===== config.mk =====
export PLATFORM = sky130hd
export DESIGN_NAME = eeprom_read_path
export DESIGN_NICKNAME = d
export VERILOG_FILES = /design/src/byte_buffer2.v /design/src/eeprom_read_path.v
export VERILOG_INCLUDE_DIRS = /design/src /design/src/shared
export SDC_FILE = /design/constraint.sdc
export NUM_CORES = 1
export LEC_CHECK = 0
export BUFFER_PORTS_ARGS = -buffer_cell sky130_fd_sc_hd__buf_2
export CAP_MARGIN = 20
export CORE_ASPECT_RATIO = 0.7
export CORE_MARGIN = 10
export CORE_UTILIZATION = 60
export CTS_CLUSTER_DIAMETER = 40
export DETAILED_ROUTE_END_ITERATION = 6
export PLACE_DENSITY = 0.77
export SLEW_MARGIN = 20
export SYNTH_ARGS = -nofsm -noshare
export SYNTH_HDL_FRONTEND = slang
export SYNTH_SLANG_ARGS = --single-unit
export TNS_END_PERCENT = 20

===== constraint.sdc =====
create_clock -name clock -period 6.26 [get_ports clock]
set_input_delay 1.252 -clock clock [delete_from_list [all_inputs] [get_ports clock]]
set_output_delay 1.252 -clock clock [all_outputs]
set_load 0.1 [all_outputs]

===== src/shared/eeprom_rd_defines.vh =====
// constants for the serial eeprom read path
`ifndef EEPROM_RD_DEFINES_VH
`define EEPROM_RD_DEFINES_VH
`define DEV_TYPE_CODE 4'ha
`define DEV_SEL_CODE 3'h0
`define ADDR_W 8
`define MEM_DEPTH_FULL 256
`define MEM_DEPTH_SMALL 128
`define ERASED_BYTE 8'hff
// write cycle time 5 ms at 40 MHz
`define WRITE_CYCLE_NS 5000000
`define CLK_PERIOD_NS 25
`define WRITE_CYCLE_CYC (`WRITE_CYCLE_NS / `CLK_PERIOD_NS)
`define ST_IDLE 3'h0
`define ST_DEVADDR 3'h1
`define ST_ACK_IN 3'h2
`define ST_RX 3'h3
`define ST_TX 3'h4
`define ST_ACK_OUT 3'h5
`define ST_LOAD 3'h6
`endif


===== src/byte_buffer2.v =====
// two-entry valid/ready buffer for outgoing read bytes
`timescale 1ns/1ps
module byte_buffer2 #(
  parameter WIDTH = 8
) (
  input wire clock,
  input wire rst_n,
  input wire flush,
  input wire in_valid,
  output wire in_ready,
  input wire [WIDTH-1:0] in_data,
  output wire out_valid,
  input wire out_ready,
  output wire [WIDTH-1:0] out_data
);
  reg [WIDTH-1:0] mem_r [0:1];
  reg rd_ptr_r;
  reg wr_ptr_r;
  reg [1:0] count_r;
  wire push;
  wire pop;

  assign in_ready = (count_r != 2'h2);
  assign out_valid = (count_r != 2'h0);
  assign out_data = mem_r[rd_ptr_r];
  assign push = in_valid && in_ready;
  assign pop = out_valid && out_ready;

  always @(posedge clock or negedge rst_n) begin
    if (!rst_n) begin
      rd_ptr_r <= 1'b0;
      wr_ptr_r <= 1'b0;
      count_r <= 2'h0;
      mem_r[0] <= {WIDTH{1'b0}};
      mem_r[1] <= {WIDTH{1'b0}};
    end else if (flush) begin
      rd_ptr_r <= 1'b0;
      wr_ptr_r <= 1'b0;
      count_r <= 2'h0;
    end else begin
      if (push) begin
        mem_r[wr_ptr_r] <= in_data;
        wr_ptr_r <= ~wr_ptr_r;
      end
      if (pop) begin
        rd_ptr_r <= ~rd_ptr_r;
      end
      count_r <= count_r + {1'b0, push} - {1'b0, pop};
    end
  end
endmodule


===== src/eeprom_read_path.v =====
// i2c serial eeprom slave: address load and read path
`timescale 1ns/1ps
// How it works
// - a read address byte is acked and the byte at the current address is shifted out.
// - after no-ack and stop the slave returns to idle waiting for start.
// - every byte after an acked write address is acked; the first one loads the address counter for the next read.
// - an ack from the master makes the slave send another byte.
// - the address increments per byte and wraps from the top of memory to zero.
// - on the small variant the counter does not wrap at the 128-byte boundary.
// - device address is 1010 000 plus the read/write bit.
// - on the ninth clock the sender releases sda for the receiver's answer.
// - sda is sampled on scl rise and changed on scl fall.
// - the slave address is not acked while a write cycle runs.
`include "eeprom_rd_defines.vh"
module eeprom_read_path #(
  parameter SMALL_VARIANT = 0,
  parameter WRITE_CYCLES = `WRITE_CYCLE_CYC
) (
  input wire clock,
  input wire resetn,
  input wire scl_in,
  input wire sda_in,
  output reg sda_out,
  output reg sda_oe_n,
  output reg busy
);
  // ---------------------------------------------------------------
  // reset and pin synchronisers
  // ---------------------------------------------------------------
  reg rst_a_r, rst_n_r;
  always @(posedge clock or negedge resetn) begin
    if (!resetn) begin
      rst_a_r <= 1'b0;
      rst_n_r <= 1'b0;
    end else begin
      rst_a_r <= 1'b1;
      rst_n_r <= rst_a_r;
    end
  end

  reg scl_a_r, scl_r, scl_d_r, sda_a_r, sda_r, sda_d_r;
  always @(posedge clock or negedge rst_n_r) begin
    if (!rst_n_r) begin
      scl_a_r <= 1'b1;
      scl_r <= 1'b1;
      scl_d_r <= 1'b1;
      sda_a_r <= 1'b1;
      sda_r <= 1'b1;
      sda_d_r <= 1'b1;
    end else begin
      scl_a_r <= scl_in;
      scl_r <= scl_a_r;
      scl_d_r <= scl_r;
      sda_a_r <= sda_in;
      sda_r <= sda_a_r;
      sda_d_r <= sda_r;
    end
  end
  wire scl_rise = scl_r && !scl_d_r;
  wire scl_fall = !scl_r && scl_d_r;
  wire start_det = scl_r && scl_d_r && !sda_r && sda_d_r;
  wire stop_det = scl_r && scl_d_r && sda_r && !sda_d_r;

  // ---------------------------------------------------------------
  // memory contents and address counter
  // ---------------------------------------------------------------
  localparam DEPTH = SMALL_VARIANT ? `MEM_DEPTH_SMALL : `MEM_DEPTH_FULL;
  reg [7:0] mem_r [0:`MEM_DEPTH_FULL-1];
  reg [`ADDR_W-1:0] addr_r;

  function [`ADDR_W-1:0] next_addr;
    input [`ADDR_W-1:0] a;
    begin
      if (SMALL_VARIANT != 0)
        next_addr = a + 8'h01;
      else
        next_addr = a + 8'h01;
    end
  endfunction

  integer i;
  initial begin
    for (i = 0; i < `MEM_DEPTH_FULL; i = i + 1)
      mem_r[i] = `ERASED_BYTE;
  end

  // ---------------------------------------------------------------
  // protocol state machine
  // ---------------------------------------------------------------
  reg [2:0] state_r;
  reg [2:0] ret_r;
  reg [3:0] bit_r;
  reg [7:0] shift_r;
  reg rw_r;
  reg got_addr_r;
  reg wr_pend_r;
  reg [22:0] wcnt_r;
  reg tx_pending_r;

  wire [7:0] buf_data;
  wire buf_valid;
  wire buf_in_ready;
  reg fetch_r;
  reg pop_r;
  reg flush_r;

  byte_buffer2 #(.WIDTH(8)) u_buf (
    .clock(clock),
    .rst_n(rst_n_r),
    .flush(flush_r),
    .in_valid(fetch_r),
    .in_ready(buf_in_ready),
    .in_data(mem_r[addr_r]),
    .out_valid(buf_valid),
    .out_ready(pop_r),
    .out_data(buf_data)
  );

  wire addr_match = (shift_r[7:4] == `DEV_TYPE_CODE) && (shift_r[3:1] == `DEV_SEL_CODE);

  always @(posedge clock or negedge rst_n_r) begin
    if (!rst_n_r) begin
      state_r <= `ST_IDLE;
      ret_r <= `ST_IDLE;
      bit_r <= 4'h0;
      shift_r <= 8'h00;
      rw_r <= 1'b0;
      got_addr_r <= 1'b0;
      wr_pend_r <= 1'b0;
      wcnt_r <= 23'h000000;
      addr_r <= {`ADDR_W{1'b0}};
      sda_out <= 1'b1;
      sda_oe_n <= 1'b1;
      busy <= 1'b0;
      fetch_r <= 1'b0;
      pop_r <= 1'b0;
      flush_r <= 1'b0;
      tx_pending_r <= 1'b0;
    end else begin
      fetch_r <= 1'b0;
      pop_r <= 1'b0;
      flush_r <= 1'b0;
      // write cycle timer; read requests are refused meanwhile
      if (busy) begin
        if (wcnt_r == 23'h000000)
          busy <= 1'b0;
        else
          wcnt_r <= wcnt_r - 23'h000001;
      end
      if (start_det) begin
        state_r <= `ST_DEVADDR;
        bit_r <= 4'h0;
        sda_oe_n <= 1'b1;
        flush_r <= 1'b1;
        tx_pending_r <= 1'b0;
        wr_pend_r <= 1'b0;
      end else if (stop_det) begin
        state_r <= `ST_IDLE;
        sda_oe_n <= 1'b1;
        flush_r <= 1'b1;
        tx_pending_r <= 1'b0;
        // only a write with data starts a write cycle
        if (wr_pend_r) begin
          busy <= 1'b1;
          wcnt_r <= WRITE_CYCLES[22:0];
        end
        wr_pend_r <= 1'b0;
      end else begin
        case (state_r)
          `ST_IDLE: begin
            sda_oe_n <= 1'b1;
          end
          `ST_DEVADDR, `ST_RX: begin
            if (scl_rise) begin
              shift_r <= {shift_r[6:0], sda_r};
              bit_r <= bit_r + 4'h1;
            end else if (scl_fall && bit_r == 4'h8) begin
              bit_r <= 4'h0;
              if (state_r == `ST_DEVADDR) begin
                if (addr_match && !busy) begin
                  sda_out <= 1'b0;
                  sda_oe_n <= 1'b0;
                  rw_r <= shift_r[0];
                  got_addr_r <= 1'b0;
                  state_r <= `ST_ACK_IN;
                  ret_r <= shift_r[0] ? `ST_LOAD : `ST_RX;
                end else begin
                  state_r <= `ST_IDLE;
                end
              end else begin
                sda_out <= 1'b0;
                sda_oe_n <= 1'b0;
                state_r <= `ST_ACK_IN;
                ret_r <= `ST_RX;
                if (!got_addr_r) begin
                  addr_r <= shift_r;
                  got_addr_r <= 1'b1;
                end else begin
                  // data byte: write path not modelled, but a cycle is owed
                  wr_pend_r <= 1'b1;
                end
              end
            end
          end
          `ST_ACK_IN: begin
            if (ret_r == `ST_LOAD && !tx_pending_r && buf_in_ready) begin
              fetch_r <= 1'b1;
              tx_pending_r <= 1'b1;
            end
            if (scl_fall) begin
              sda_oe_n <= 1'b1;
              state_r <= ret_r;
              if (ret_r == `ST_LOAD) begin
                tx_pending_r <= 1'b0;
                state_r <= `ST_TX;
                sda_out <= buf_data[7];
                sda_oe_n <= buf_data[7];
                shift_r <= {buf_data[6:0], 1'b1};
                pop_r <= 1'b1;
                bit_r <= 4'h1;
                addr_r <= next_addr(addr_r);
              end
            end
          end
          `ST_TX: begin
            if (scl_fall) begin
              if (bit_r == 4'h8) begin
                sda_oe_n <= 1'b1;
                sda_out <= 1'b1;
                state_r <= `ST_ACK_OUT;
              end else begin
                sda_out <= shift_r[7];
                sda_oe_n <= shift_r[7];
                shift_r <= {shift_r[6:0], 1'b1};
                bit_r <= bit_r + 4'h1;
              end
            end
          end
          `ST_ACK_OUT: begin
            if (scl_rise) begin
              if (!sda_r) begin
                state_r <= `ST_ACK_IN;
                ret_r <= `ST_LOAD;
              end else begin
                state_r <= `ST_IDLE;
              end
            end
          end
          default: begin
            state_r <= `ST_IDLE;
          end
        endcase
      end
    end
  end
  // address rollover above DEPTH for small variant: upper bit kept, counter runs on
  wire unused_depth = (DEPTH == 0);
endmodule


==> key figures <==
Floorplanning
  • Die X: roughly 120 um
  • Core area: 6396 sq um
  • Initial Utilization: 63.44%
  • Die height: 88.81 um
  • Die ar.: between 10000 and 15000 sq um
  • I/O Pins: 7
  • Num rows: 24

Yosys
  • EDFF count, synth: 0
  • Synth async-reset ratio: 100.0%
  • Netlist cell types: 70
  • Top_reg_cell synth: dfrtp_1
  • Post-synth net total: 402
  • Most frequent cell after synthesis: dfrtp_1
  • Yosys top cell by area: dfrtp_1
  • Top cell type's share of synthesized area: 43.17%
  • Mean Syn Cell Area: 10.35 sq um
  • Synth top area cells: dfrtp_1, dfstp_2, nor2_1
  • Sequential share of the synthesized area: 48.35%
  • Mapped Cells: roughly 400
  • Post-Syn Area: 4058 sq um
  • Number of synthesis warnings: 0
  • Seq cells post-synth: 78
  • Top post-synthesis cells by count: dfrtp_1, nor2_1, a21oi_1

GRT
  • GRT overflow: 0
  • Gr usage total: 16.53%
  • Largest net degree at the start of global routing: 77
  • First-pass GRT wire length: around 14000 um
  • Vias in the first global route: 2790
  • Antenna violations before repair: 0

Outcome
  • Status: finished, final reports clean

Worst hold path
  • Worst min-delay path category: register to register
  • Hold Crit Depth: 0

Detailed routing
  • Vias per cell: 6.089
  • WL final: 8350 um
  • Drt pass-1 iters: 5
  • DRT iter0 DRCs: 257
  • Post-DRT Antenna Nets: 0
  • Total number of vias: approximately 3000
  • WL per Instance: 16.94 um
  • DR DRC count: 0

Setup path
  • Critical Path AT: 3.08 ns
  • Worst-path maximum fanout: 18
  • WP data required: 6.50 ns
  • Slowest stage delay, CP: 0.93 ns
  • Reg2reg path depth: 5
  • Crit-path cells: nor3b_2 > o21ai_0 > nand2_1 > a2111oi_4 > mux2_2
  • Slowest cell on the critical path: nor3b_2
  • Crit path kind: register to register
  • CP Capture Type: register
  • Setup crit start kind: register
  • Reg-to-reg slack, setup: 3.41 ns

Power
  • PwrDens: around 350 nW/um^2
  • VDD IR max: 0.3414 mV
  • Pwr Total: 1.530 mW
  • Leakage: 2.007 nW

Clock tree
  • Postcts setup bufs: 0
  • H-Tree Depth: 3
  • Skew-Pair Late Insertion Delay: 0.35 ns
  • # resized after CTS: 0
  • TritonCTS clock tree: yes
  • CTS root buf: clkbuf_8
  • CTS Buf Count: 9
  • Hold buffer count at cts: 0
  • Worst-path clk slew: around 0.080 ns
  • TritonCTS Sinks: 78
  • Maximum buffer depth of the clock tree: 2

Job
  • Maxcap violations: 0

Layout
  • Layout Nets: 407
  • Sequential Area: 1966 sq um
  • P&R area growth vs syn: 8.511%
  • Post-layout util: 68.84%
  • Non-filler cells, final: 493
  • Diode count: 0
  • Fill cell count: 502
  • Area of the multi-input gates: between 1500 and 2000 sq um
  • Fraction of layout cells with a size suffix above 1: between 10% and 20%

Timing
  • Setup violations, final: 0
  • Max-slew headroom: a little under a third
  • Final worst setup slack: 3.413 ns
  • Worst slew pin tran: 1.040 ns
  • Min Tclk post-route: 2.847 ns
  • Post-Route Setup TNS: 0 ns
  • Final Hold Fails: 0
  • Max-slew violations: 0
  • Tcrit/Tclk final: 45.48%
  • Setup Skew: 0.01103 ns
  • RSZ-0062 raised after global routing: false
  • Max Clk Rate: 351.3 MHz

Placement
  • Input/output buffers: 6
  • GPL Wtd Cong: 0.9055
  • Post-DP HPWL: 5537 um
  • Post-placement cell count: 477
  • Setup WS pre-CTS: between 3 and 4 ns
==> flip-flops by register name (all words and copies together), names as in the netlist, 2 cells and up <==
register and count:
state_r 3, wcnt_r 23, ret_r 3, shift_r 8, u_buf.count_r 2, u_buf.mem_r 16, bit_r 4
==> path summary, 6_finish.rpt <==
kind | to | from
max | shift_r[5] | state_r[1]
max in group asynchronous | wcnt_r[19] | rst_n_r
min in group asynchronous | wcnt_r[12] | rst_n_r
max reg2reg | shift_r[5] | state_r[1]
min reg2reg | rst_n_r | rst_a_r
min | rst_n_r | rst_a_r
==> logic make-up after synthesis <==
family                     Yosys count  synth area share [%]
AOI/OAI and AO/OA                   86                 15.94
xor gates and xnor gates            17                 3.670
and+or+nand+nor                    156                 22.11
muxes                               20                 5.242
other                                1               0.09242
adders and majority gates            6                 1.850
DFF                                 78                 48.35
buffers and inverters               28                 2.744
==> power breakdown <==
group	leakage (nW)	switching [mW]	internal, mW
Clock	0.118	0.189	0.267
Sequential	1.03	0.0869	0.570
Combinational	0.858	0.244	0.174
==> metrics by stage <==
stage,hold WS (ns),area (sq um)
5_1_grt,0.3625,4403
4_1_cts,0.3608,4397
3_3_place_gp,0.3403,4158
2_1_floorplan,0.3312,4058
3_5_place_dp,0.3394,4158
6_report,0.3597,4403
==> final cells by class <==
type                       count  share of cell area, %
tap                           91                  2.586
timing repair buffer           7                 0.8525
sequential                    78                  44.64
inverter                      15                  1.279
multi-input combinational    286                  45.21
clock inverter                 5                  2.444
clock buffer                  11                  2.984
==> placed cells by master (no fill, tap or decap), types with 7 or more instances in the layout <==
cell      netlist  final
dfrtp_1        70     69
nor2_1         39     39
a21oi_1        24     24
nand2_1        22     22
nand2b_1       20     20
o21ai_0        15     15
inv_1          14     14
xnor2_1        14     14
nand3_1        12     12
mux2i_1        10     10
mux2_2         10     10
or2_2           9      9
clkbuf_8        0      9
dfstp_2         8      8
a31oi_1         7      7
==> worst max-delay path: cells and delay by family, from the launching register on <==
| family | cells | cell delay, ns |
|---|---|---|
| muxes | 1 | 0.33 |
| and+or+nand+nor | 2 | 1.19 |
| AOI/OAI and AO/OA | 2 | 0.55 |
| DFF | 1 | 0.66 |
==> routing by layer <==
layer | track usage (%) | up-vias | part of all wire (%)
met5 | 0 | - | 0
met4 | 4.027 | 0 | 0.95
met3 | 4.898 | 14 | 7.3
met2 | 24.51 | 114 | 43
met1 | 23.25 | 1455 | 48
li1 | - | 1419 | -
No activity file was read; power rests on OpenSTA's default activity.
